**config.mk**
```make
export PLATFORM = sky130hd
export DESIGN_NAME = csi_master_slot_handshake
export DESIGN_NICKNAME = d
export VERILOG_FILES = /design/src/inc/csi_pkg.sv /design/src/csi_shifter.sv /design/src/csi_master_slot_handshake.sv
export SDC_FILE = /design/constraint.sdc
export NUM_CORES = 1
export LEC_CHECK = 0
export ABC_AREA = 1
export BUFFER_PORTS_ARGS = -buffer_cell sky130_fd_sc_hd__buf_2
export CORE_ASPECT_RATIO = 0.6
export CORE_MARGIN = 8
export CORE_UTILIZATION = 35
export DETAILED_ROUTE_END_ITERATION = 12
export GPL_ROUTABILITY_DRIVEN = 0
export SLEW_MARGIN = 5
export SYNTH_ARGS = -nofsm -noshare
export SYNTH_HDL_FRONTEND = slang
export SYNTH_SLANG_ARGS = --single-unit
```
**constraint.sdc**
```tcl
create_clock -name clk -period 4.4 [get_ports clk]
set_clock_uncertainty 0.15 [all_clocks]
set_input_delay 0.44 -clock clk [delete_from_list [all_inputs] [get_ports clk]]
set_output_delay 0.44 -clock clk [all_outputs]
set_load 0.02 [all_outputs]
```
**src/inc/csi_pkg.sv**
```systemverilog
// shared constants and carrier types of the slot-based serial master
package csi_pkg;
  // clock and serial rate
  localparam int CLK_KHZ = 40000;
  localparam int CLK_PERIOD_NS = 25;
  localparam int BIT_RATE_KBPS = 1000;
  localparam int HALF_BIT_CYC = CLK_KHZ / (2 * BIT_RATE_KBPS);
  localparam logic [4:0] HALF_LAST = 5'(HALF_BIT_CYC - 1);
  localparam logic [3:0] HALF_FINAL = 4'hf;
  localparam int CHAR_BITS = 8;

  // slot timer: prescaler then interval count
  localparam int SLOT_PRESCALE = 128;
  localparam int SLOT_US = 1000;
  localparam int SLOT_TICKS = (CLK_KHZ / 1000) * SLOT_US / SLOT_PRESCALE;
  localparam logic [6:0] PRE_LAST = 7'(SLOT_PRESCALE - 1);
  localparam logic [8:0] SLOT_LAST = 9'(SLOT_TICKS - 1);

  // busy handshake timeout, longest time rounds down
  localparam int TIMEOUT_NS = 10000;
  localparam int TIMEOUT_CYC = TIMEOUT_NS / CLK_PERIOD_NS;
  localparam logic [8:0] TMO_LAST = 9'(TIMEOUT_CYC - 1);

  // commands and buffers
  localparam logic [7:0] CMD_STATUS = 8'h00;
  localparam logic [1:0] OP_RX = 2'h1;
  localparam logic [1:0] OP_TX = 2'h2;
  localparam logic [1:0] OP_TRX = 2'h3;
  localparam logic [3:0] BUF_DEPTH = 4'h8;
  localparam logic [7:0] TX_FIRST = 8'h00;
  localparam logic [7:0] TX_STEP = 8'h01;
  localparam logic [7:0] IDLE_BYTE = 8'h00;

  // sequence phases, one per slot
  localparam logic [1:0] PH_STATUS = 2'h0;
  localparam logic [1:0] PH_TX = 2'h1;
  localparam logic [1:0] PH_TRX = 2'h2;
  localparam logic [1:0] PH_RX = 2'h3;

  // outgoing link pins
  typedef struct packed {
    logic serial_clock_out;
    logic serial_data_out;
    logic slave_one_select_n;
    logic slave_two_select_n;
  } csi_pins_t;
endpackage

```
**src/csi_shifter.sv**
```systemverilog
// one-character shifter: 8 bits, msb first, clock idle high, type 1 phase
`timescale 1ns/1ps
module csi_shifter (
  input wire logic clk,
  input wire logic rst_b,
  input wire logic start,
  input wire logic [7:0] tx_byte,
  input wire logic sdi,
  output logic sck,
  output logic sdo,
  output logic [7:0] rx_byte,
  output logic done
);
  import csi_pkg::*;

  typedef struct packed {
    logic act;
    logic [4:0] div;
    logic [3:0] half;
    logic sck;
    logic sdo;
    logic [7:0] tx;
    logic [7:0] rx;
    logic done;
  } sh_t;

  sh_t q;
  sh_t d;

  // sixteen half periods: falling edge drives a bit, rising edge samples one
  always_comb begin
    d = q;
    d.done = 1'b0;
    if (!q.act) begin
      if (start) begin
        d.act = 1'b1;
        d.div = '0;
        d.half = '0;
        d.tx = tx_byte;
      end
    end else if (q.div == HALF_LAST) begin
      d.div = '0;
      if (!q.half[0]) begin
        d.sck = 1'b0;
        d.sdo = q.tx[7];
        d.tx = {q.tx[6:0], 1'b0};
      end else begin
        d.sck = 1'b1;
        d.rx = {q.rx[6:0], sdi};
      end
      d.half = q.half + 4'h1;
      // done after exactly eight rising edges
      if (q.half == HALF_FINAL) begin
        d.act = 1'b0;
        d.done = 1'b1;
      end
    end else begin
      d.div = q.div + 5'h01;
    end
  end

  // register the shifter state; clock and data reset high
  always_ff @(posedge clk or negedge rst_b) begin
    if (!rst_b) begin
      q <= '0;
      q.sck <= 1'b1;
      q.sdo <= 1'b1;
    end else begin
      q <= d;
    end
  end

  assign sck = q.sck;
  assign sdo = q.sdo;
  assign rx_byte = q.rx;
  assign done = q.done;
endmodule

```
**src/csi_master_slot_handshake.sv**
```systemverilog
// slot-based serial master alternating between two busy-handshaking slaves
`timescale 1ns/1ps
module csi_master_slot_handshake (
  input wire logic clk,
  input wire logic rst_b,
  input wire logic serial_data_in,
  input wire logic busy_in,
  output csi_pkg::csi_pins_t pins_o,
  output logic transfer_end_irq,
  output logic slot_tick_irq,
  output logic target_slave_flag,
  output logic halted
);
  import csi_pkg::*;

  typedef enum logic [7:0] {
    ST_IDLE = 8'h01,
    ST_SEL_WAIT = 8'h02,
    ST_CMD = 8'h04,
    ST_CMD_WAIT = 8'h08,
    ST_DATA = 8'h10,
    ST_FINISH = 8'h20,
    ST_ABORT = 8'h40,
    ST_HALT = 8'h80
  } state_t;

  typedef struct packed {
    state_t st;
    logic busy_s1;
    logic busy_s2;
    logic sdi_s1;
    logic sdi_s2;
    logic [6:0] pre;
    logic [8:0] slot;
    logic tick;
    logic [8:0] tmo;
    logic [1:0] phase;
    logic flag;
    logic [3:0] cnt;
    logic [3:0] idx;
    logic sel;
    logic launched;
    logic start;
    logic [7:0] txb;
    logic [1:0][7:0][7:0] txbuf;
    logic [1:0][7:0][7:0] expbuf;
  } ctl_t;

  ctl_t q;
  ctl_t d;
  logic sh_sck;
  logic sh_sdo;
  logic [7:0] sh_rx;
  logic sh_done;
  logic [3:0] nbytes;
  logic [1:0] op;
  logic [7:0] cmd_byte;
  logic [7:0] exp_byte;
  logic [7:0] buf_byte;

  csi_shifter u_shift (
    .clk(clk),
    .rst_b(rst_b),
    .start(q.start),
    .tx_byte(q.txb),
    .sdi(q.sdi_s2),
    .sck(sh_sck),
    .sdo(sh_sdo),
    .rx_byte(sh_rx),
    .done(sh_done)
  );

  // command fields for the current phase
  always_comb begin
    case (q.phase)
      PH_TX: op = OP_TX;
      PH_TRX: op = OP_TRX;
      PH_RX: op = OP_RX;
      default: op = 2'h0;
    endcase
    if (q.phase == PH_STATUS) begin
      cmd_byte = CMD_STATUS;
      nbytes = 4'h1;
    end else begin
      cmd_byte = {op, 2'h0, q.cnt};
      nbytes = q.cnt;
    end
    exp_byte = q.expbuf[q.flag][q.idx[2:0]];
    buf_byte = q.txbuf[q.flag][q.idx[2:0]];
  end

  // sequence control; all timers live in the same state copy
  always_comb begin
    d = q;
    d.start = 1'b0;
    d.tick = 1'b0;
    // two-stage synchronisers for the pin inputs
    d.busy_s1 = busy_in;
    d.busy_s2 = q.busy_s1;
    d.sdi_s1 = serial_data_in;
    d.sdi_s2 = q.sdi_s1;
    // free-running prescaler and interval count give the slot event
    d.pre = q.pre + 7'h01;
    if (q.pre == PRE_LAST) begin
      d.pre = '0;
      d.slot = q.slot + 9'h001;
      if (q.slot == SLOT_LAST) begin
        d.slot = '0;
        d.tick = 1'b1;
      end
    end
    // the timeout counter runs in every state but ST_IDLE; it is cleared before each busy wait
    d.tmo = q.tmo + 9'h001;

    case (q.st)
      // a slot event that lands mid-sequence is skipped, not queued
      ST_IDLE: begin
        d.tmo = '0;
        if (q.tick) begin
          d.sel = 1'b1;
          d.st = ST_SEL_WAIT;
        end
      end
      ST_SEL_WAIT, ST_CMD_WAIT: begin
        if (!q.busy_s2) begin
          d.launched = 1'b0;
          d.idx = '0;
          d.st = (q.st == ST_SEL_WAIT) ? ST_CMD : ST_DATA;
        end else if (q.tmo == TMO_LAST) begin
          d.st = ST_ABORT;
        end
      end
      ST_CMD: begin
        if (!q.launched) begin
          d.start = 1'b1;
          d.txb = cmd_byte;
          d.launched = 1'b1;
        end else if (sh_done) begin
          d.launched = 1'b0;
          d.tmo = '0;
          d.st = ST_CMD_WAIT;
        end
      end
      ST_DATA: begin
        if (q.idx == nbytes) begin
          d.st = ST_FINISH;
        end else if (!q.launched) begin
          d.start = 1'b1;
          d.launched = 1'b1;
          if (q.phase == PH_TX || q.phase == PH_TRX) begin
            d.txb = buf_byte;
          end else begin
            d.txb = IDLE_BYTE;
          end
        end else if (sh_done) begin
          d.launched = 1'b0;
          d.idx = q.idx + 4'h1;
          if (q.phase == PH_STATUS) begin
            // direction bits are not needed: every sequence runs its ops in the fixed phase order
            if (sh_rx[5:0] > {2'h0, BUF_DEPTH}) begin
              d.cnt = BUF_DEPTH;
            end else begin
              d.cnt = sh_rx[3:0];
            end
          end else if (q.phase != PH_TX && sh_rx != exp_byte) begin
            d.sel = 1'b0;
            d.st = ST_HALT;
          end
        end
      end
      ST_FINISH: begin
        d.sel = 1'b0;
        if (q.phase == PH_TX || q.phase == PH_TRX) begin
          // expectations are the complement of what just went out
          for (int i = 0; i < 8; i++) begin
            d.expbuf[q.flag][i] = ~q.txbuf[q.flag][i];
            d.txbuf[q.flag][i] = q.txbuf[q.flag][i] + TX_STEP;
          end
        end
        if (q.phase == PH_RX) begin
          d.phase = PH_STATUS;
          d.flag = ~q.flag;
        end else begin
          d.phase = q.phase + 2'h1;
        end
        d.st = ST_IDLE;
      end
      ST_ABORT: begin
        d.sel = 1'b0;
        d.phase = PH_STATUS;
        d.flag = ~q.flag;
        d.st = ST_IDLE;
      end
      // only a reset leaves the halted state
      ST_HALT: begin
        d.sel = 1'b0;
      end
      default: begin
        d.sel = 1'b0;
        d.st = ST_IDLE;
      end
    endcase
  end

  // register the control state; transmit buffers start on the increment pattern
  always_ff @(posedge clk or negedge rst_b) begin
    if (!rst_b) begin
      q <= '0;
      q.st <= ST_IDLE;
      q.busy_s1 <= 1'b1;
      q.busy_s2 <= 1'b1;
      for (int s = 0; s < 2; s++) begin
        for (int i = 0; i < 8; i++) begin
          q.txbuf[s][i] <= TX_FIRST + 8'(i);
        end
      end
    end else begin
      q <= d;
    end
  end

  // pins: selects are low only while their slave is addressed
  assign pins_o.serial_clock_out = sh_sck;
  assign pins_o.serial_data_out = sh_sdo;
  assign pins_o.slave_one_select_n = ~(q.sel & ~q.flag);
  assign pins_o.slave_two_select_n = ~(q.sel & q.flag);
  assign transfer_end_irq = sh_done;
  assign slot_tick_irq = q.tick;
  assign target_slave_flag = q.flag;
  assign halted = (q.st == ST_HALT);
endmodule

```
======== After elaboration in Yosys (flattened, before gate mapping) ========
Index checks and enable logic that the tools add are counted.
storage, ports and cells
  flip-flop bits (word level) ............. 345
  bits of input ports ..................... 4
  output and inout bits ................... 8
  word-level logic and storage cells ...... 250
cells by class
  $add $sub $neg .......................... 15
  $lt $le $gt $ge ......................... 4
  equality and inequality tests ........... 38
  muxes and demuxes ....................... 95
  bitwise gates (word level) .............. 17
  reductions and logical operators ........ 24
operator list
  operator                                      number
  bitwise mux 128 bit                           16
  demux 64 bit (select 1 bit)                   8
  two-way mux 64 bit                            5
  two-way mux 8 bit                             18
  adder 8 x 1 -> 8 bit, second input constant   8
  NOT 8 bit                                     8
  two-way mux 56 bit                            1
  binary-select mux 8 bit (select 3 bit)        2
  two-way mux 48 bit                            1
  two-way mux 9 bit                             5
  two-way mux 40 bit                            1
  case mux 8 bit (5 select lines)               1
  case mux 9 bit (2 select lines)               2
  two-way mux 32 bit                            1
  two-way mux 10 bit                            3
  two-way mux 24 bit                            1
  inequality test 2 bit, second input constant  12
  two-way mux 23 bit                            1
  adder 9 x 1 -> 9 bit, second input constant   2
  equality test 9 bit, second input constant    2
  two-way mux 17 bit                            1
  two-way mux 16 bit                            1
  two-way mux 15 bit                            1
  two-way mux 5 bit                             3
  49 further kinds                              89

======== Logic depth before layout (Yosys ltp) ========
Gate-level depths: netlist (run 1).
  depth after elaboration ................. 12
  mapped depth ............................ 21
  mapped depth without buffers ............ 19

======== Modules after synthesis ========
A second synthesis (run 1) with hierarchy kept.
unflattened totals
  cell total of the unflattened synthesis .. 2167
  area total of the unflattened synthesis .. 17276.6 um2
by module, submodules not included
  module                     instances  cells each  area an instance (um2)  sequential area each (um2)
  csi_master_slot_handshake  1          1981        15770.1                 7741.2
  csi_shifter                1          186         1506.4                  728.2

======== Least setup slack after synthesis (run 1) ========
OpenSTA, ideal clock, no wires.
  path type ............................... flip-flop to flip-flop
  from .................................... reg q[309] (netlist bit)
  to ...................................... reg q[266] (netlist bit)
  setup time .............................. 119 ps
  arrival ................................. 1999 ps
  required time ........................... 4131 ps
  slack ................................... 2132 ps
  stages on the path, launching flop included .. 7
  buffers on the path ..................... 0
  clock period less this slack ............ 2268 ps
  cell sequence ........................... dfrtp_1 -> nor2_1 -> nand2_1 -> nor4_1 -> nor4_4 -> nand3_1 -> nand2_1
on the way
  word-level cells in the longest chain between the ends .. 4
  elaborated cells between the ends (all ways) .. 15
  those cells by class .................... eq/ne: 11; mux: 1; bitwise: 1; reduce/logical: 2
ends and longest elaborated chain
  what                                                  line                              RTL
  start: declaration                                    csi_master_slot_handshake.sv:49   ctl_t q;
  equality test 8 x 2 -> 1 bit (tied with other cells)  csi_master_slot_handshake.sv:115  case (q.st)
  OR reduction 3 bit (no line)                          n/a
  NOT 1 bit (no line)                                   n/a
  AND reduction 7 bit (no line)                         n/a
Several ways; a longest one is shown, not always the timed one.
A chain may end at the register's enable or synchronous reset.

======== Final worst setup path (run 1) ========
  from .................................... reg q[311] (netlist bit)
  to ...................................... out halted
on the way
  word-level cells in the longest chain between the ends .. 1
ends and longest elaborated chain
  what                 line                              RTL
  equality test 8 bit  csi_master_slot_handshake.sv:230  assign halted = (q.st == ST_HALT);
  end: declaration     csi_master_slot_handshake.sv:12   output logic halted
No other way between the ends.

==> results of run 1 <==
[registers in the layout (all words and copies together) (netlist names)]
name / count
d: 2
target_slave_flag: 1
u_shift.sdo: 1
u_shift.rx_byte: 8
u_shift.sck: 1
q: 304
slot_tick_irq: 1
u_shift.done: 1
u_shift.q: 18
[stage by stage]
stage               area (um2)  total power, mW  hold WS, ns
floorplan                17100             3.16     -0.00559
global placement         17600             3.23        0.192
detailed placement       17600             3.23        0.193
CTS                      18800             6.39        0.207
global route             18800             6.53        0.209
finish                   18800             6.32        0.206
[worst max-delay path: stages (launching register included)]
cell and delay [ns]:
dfrtp_1 0.41, nor2_1 0.21, nand2_1 0.21, nor4_1 1.01
buf_2 0.34
[area by class of cell]
class	instances	area, um2
Timing Repair Buffer	38	325
Inverter	275	1040
Fill cell	4907	29200
Multi-Input combinational cell	1429	6950
Clock inverter	13	170
Tap cell	640	801
Sequential cell	337	8470
Clock buffer	49	1030
[routing by layer]
layer  up-vias  track usage
met5         -            0
met2       384        0.210
met3        46       0.0439
li1       6781            -
met1      6664        0.256
met4         0       0.0283
[power by group]
part	internal (mW)	switching, mW
combinational	0.00886	0.0626
sequential	3.10	0.00114
clock	1.87	1.27
total	4.98	1.33
[cells in the final DEF, fill, tap and decap left out, drive strengths merged, types with 9 or more instances in the layout]
cell type	Yosys	routed
o211ai	15	15
inv	274	273
o21ai	335	335
xnor2	18	18
xor2	41	41
nor2	116	116
a21oi	30	30
clkinv	1	9
ha	17	17
dfrtp	308	308
nor4	9	9
buf	70	35
dfstp	29	29
nand3	131	131
clkbuf	35	49
nand2	634	634
o22ai	11	11
nor3	24	24
[worst paths after layout]
kind | endpoint | start | slack, ns
setup / recovery | halted | q[311] | 1.11
min in group asynchronous | q[38] | rst_b | 0.36
hold reg to reg | q[306] | d[306] | 0.21
hold / removal | q[306] | d[306] | 0.21
setup reg to reg | q[31] | q[311] | 1.14
max in group asynchronous | q[267] | rst_b | 2.73
[repair_timing]
item                      in CTS  in global routing
hold endpoints to repair      80                  0
hold buffers                   3                  0
gates resized for setup        0                  0
[logic make-up after synthesis]
kind of cell / Yosys count / share of synthesized area
simple gates: 937 / 0.231
buf+inv: 380 / 0.0964
fa+ha+maj: 17 / 0.0125
flops: 337 / 0.497
compound gates: 413 / 0.131
xor+xnor: 59 / 0.0303
mux: 3 / 0.00198
==> results.json, run 1 <==
{
  "yosys.area.top_type_share": 0.452,
  "drive_above_1_share": 0.0817,
  "areaGrowthSynthToFinish_pct": 10.1,
  "post_cts_buffers": 0,
  "cts_max_level": 2,
  "place_inst": 2716,
  "status": "finished clean",
  "coreArea_um2": 47900,
  "reg2regPathDepth": 8,
  "first_global_vias": 13268,
  "yosys.area.top_type": "dfrtp_1",
  "grt_pass1_wl_um": 73800,
  "power.leakage_nw": 8.59,
  "synth_cell_type_count": 57,
  "syn_nets": 2167,
  "worstMarginPinSlew_ns": 1.28,
  "fmax_mhz": 304,
  "cts_buffer_depth": 3,
  "fin_util": 0.392,
  "dieArea_um2": 56300,
  "drt_wl_total_um": 45100,
  "synth-main-ff-cell": "dfrtp_1",
  "synth-seq-area-share": 0.497,
  "worstPathMaxFanout": 4,
  "cp.arrival_ns": 2.70,
  "ioPinCount": 12,
  "grt_antenna_before_repair": 1,
  "firstDrtPassIters": 6,
  "fin_ws_ns": 1.11,
  "ctsRootBufferMaster": "clkbuf_16",
  "hold_depth": 0,
  "endpoint_kind": "output port",
  "netlist_instances": 2146,
  "synth_area_leaders": "dfrtp_1, nand2_1, o21ai_0, inv_1, dfstp_2",
  "required_ns": 3.81,
  "wl_met1_um": 23700,
  "synth_edf_count": 0,
  "drc": 0,
  "grt_max_degree": 153,
  "cts.sinks": 337,
  "irDropWorstVdd_mv": 0.269,
  "timing.final.max_slew_violations": 0,
  "rsz0062_at_grt": "no",
  "netlist_area_um2": 17100,
  "cap_violations": 0,
  "portBuffers": 11,
  "cts_buffers": 34,
  "drt_iter0_drc": 1330,
  "slew_headroom": 0.139,
  "die_w_um": 301,
  "placementRows": 62,
  "setup_viol": 0,
  "overflow": 0,
  "critical_path_class": "flop to output port",
  "die_h_um": 187,
  "hold_violations": 0,
  "fin_crit_sh": 0.748,
  "vias": 13875,
  "fin_crit_ns": 3.29,
  "finalSetupTns_ns": 0,
  "fin_cells": 2781,
  "post_drt_wl_per_cell_um": 16.2,
  "start_util": 0.356,
  "tritoncts": "done",
  "dp_slack_ns": 1.22,
  "nNetsFinal": 2136,
  "postRouteAntennaNets": 0,
  "postSynth.asyncResetShare": 1.00,
  "routed-wl-met2_um": 17100,
  "hold_path_class": "flop to flop",
  "grt_usage": 0.160,
  "synth.most_common_cell": "nand2_1",
  "insertion_delay_ns": 0.52,
  "ys_ff_latch": 337,
  "ys.warnings.count": 0,
  "top_layer_used": "met4",
  "pwr_density_cell_nw_per_um2": 336,
  "critPathLaunchType": "flop",
  "ys_top_cells_by_count": "nand2_1, dfrtp_1, inv_1",
  "n_antenna_cell": 0,
  "clkTransAtPathRegs_ns": 0.07,
  "via_per_inst": 4.99,
  "avgSynthCellArea_um2": 7.95,
  "hpwl_um": 30200,
  "wl_met3_um": 3700
}
Power figures use the tool's default switching activity.
==> run 2, diff against run 1 <==
- clock period: 4.4 -> 2.6 ns (I/O delays scaled with it)
==> results.json, run 2 (synthesized netlist as in run 1, its figures left out) <==
{
  "status": "finished clean",
  "busiest_layer": "met1",
  "fin_util": 0.414,
  "regMostFlops": "q",
  "path_common_cell": "nand2_1",
  "endpoint_kind": "flop",
  "regArea_um2": 8470,
  "endpoint": "q[312]",
  "critPathSlowestCell": "dfrtp_4",
  "grt.met3_usage": 0.0477,
  "cp_slowest_stage_delay_ns": 0.59,
  "via_per_inst": 5.03,
  "placementRows": 62,
  "post_drt_wl_per_cell_um": 17.0,
  "cap_violations": 0,
  "path_cells": "buf_6 > buf_16 > or2_4 > nand3_2 > nand3_2 > nand3_2 > nand2_1 > nand2_1 > nand2_1 > nand2_1 > nor2_1 > nand2_1 > nand2_2 > nand2_4 > nand2_4 > nand2_1 > nand2_1",
  "drt_wl_total_um": 48600,
  "hold_violations": 0,
  "tritoncts": "done",
  "rr_endpoint": "q[312]",
  "start_util": 0.356,
  "nNetsFinal": 2215,
  "rsz0062_at_grt": "yes",
  "pwr_density_cell_nw_per_um2": 523,
  "clkPwrFrac": 0.482,
  "n_antenna_cell": 0,
  "grt_usage": 0.165,
  "combPwrFrac": 0.013,
  "postRouteAntennaNets": 0,
  "fillCellCount": 4796,
  "timing.final.max_slew_violations": 0,
  "slew_headroom": 0.534,
  "critPathLaunchType": "flop",
  "fin_crit_ns": 2.54,
  "cts_buffer_depth": 3,
  "drt_iter0_drc": 1307,
  "dp_slack_ns": 0.00861,
  "reg2reg_from": "target_slave_flag",
  "cts_buffers": 35,
  "portBuffers": 11,
  "worstPathMaxFanout": 19,
  "vias": 14389,
  "power.leakage_nw": 9.12,
  "cp.arrival_ns": 2.81,
  "ctsRootBufferMaster": "clkbuf_16",
  "ioPinCount": 12,
  "coreArea_um2": 47900,
  "p_sw_frac": 0.217,
  "reg2regPathDepth": 17,
  "final_common_cell": "nand2_1",
  "p_int_mw": 8.13,
  "fmax_mhz": 394,
  "die_w_um": 301,
  "seqPwrFrac": 0.505,
  "cts.sinks": 337,
  "startpoint": "target_slave_flag",
  "grt_antenna_before_repair": 1,
  "fin_crit_sh": 0.975,
  "grt_max_degree": 95,
  "drive_above_1_share": 0.136,
  "cts_max_level": 2,
  "cp_num_buf_inv": 2,
  "drc": 0,
  "crit_cells": 17,
  "hpwl_um": 32200,
  "dieArea_um2": 56300,
  "multi_input_area_um2": 7210,
  "most-common-layout-cells": "nand2_1, dfrtp_1, inv_1",
  "hold_path_class": "input pin to asynchronous set/reset pin",
  "irDropWorstVdd_mv": 0.337,
  "required_ns": 2.87,
  "insertion_delay_ns": 0.53,
  "firstDrtPassIters": 6,
  "areaGrowthSynthToFinish_pct": 16.4,
  "fin_ws_ns": 0.0640,
  "finalSetupTns_ns": 0,
  "worstMarginPinSlew_ns": 0.699,
  "largest_reg_flops": 304,
  "p_switching_mw": 2.26,
  "met2_usage": 0.209,
  "clkTransAtPathRegs_ns": 0.06,
  "first_global_vias": 13384,
  "die_h_um": 187,
  "overflow": 0,
  "grt_pass1_wl_um": 75800,
  "r2r_slack_ns": 0.06,
  "path_delay_family": "simple AND/OR/NAND/NOR gates",
  "critical_path_class": "flop to flop",
  "grt_util_met1": 0.267,
  "setup_viol": 0
}
-- run 2: power groups by stage --
stage / Clock (mW) / Combinational [mW] / Sequential (mW)
global route: 5.36 / 0.159 / 5.25
CTS: 5.11 / 0.144 / 5.25
detailed placement: 0 / 0.140 / 5.35
floorplan: 0 / 0.0000159 / 5.35
global placement: 0 / 0.138 / 5.35
finish: 5.00 / 0.134 / 5.25
-- run 2: metrics by stage --
step / total power [mW] / area, um2 / hold slack [ns] / instances
final: 10.4 / 19900 / 0.165 / 2860
after global routing: 10.8 / 19900 / 0.220 / 2860
after CTS: 10.5 / 19300 / 0.199 / 2841
after detailed placement: 5.49 / 18200 / 0.162 / 2775
after global placement: 5.48 / 18200 / 0.163 / 2775
after floorplan: 5.35 / 17100 / -0.186 / 2146
-- run 2: how the worst min path moves through the flow --
stage	start	to	slack [ns]	cells after the start
after CTS	rst_b	q[238]	0.20	2
after floorplan	rst_b	d[304]	-0.19	0
after global placement	rst_b	q[238]	0.16	1
after global routing	busy_in	d[306]	0.22	2
after detailed placement	rst_b	q[110]	0.16	1
final	rst_b	q[110]	0.16	2
-- run 2: what timing repair did --
item / 4_1_cts / 5_1_grt
endpoints found under the hold margin: 68 / 0
pin swaps: 0 / 7
setup endpoints to repair: 3 / 45
setup buffers: 0 / 14
gates cloned: 0 / 5
hold buffers: 3 / 0
resized for setup: 1 / 74
-- run 2: cell type report --
class                   instances  share of cell area
well taps                     640              0.0403
clock inverters                10             0.00391
multi-input cells            1429               0.363
clock buffers                  53              0.0522
repair buffers                116              0.0614
inverters                     275              0.0524
flip-flops and latches        337               0.427
-- run 2: layer usage --
layer / share of wire / routed length [um]
met5: 0.0020 / 99
met4: 0.013 / 622
met3: 0.097 / 4730
met2: 0.37 / 18200
met1: 0.51 / 24900
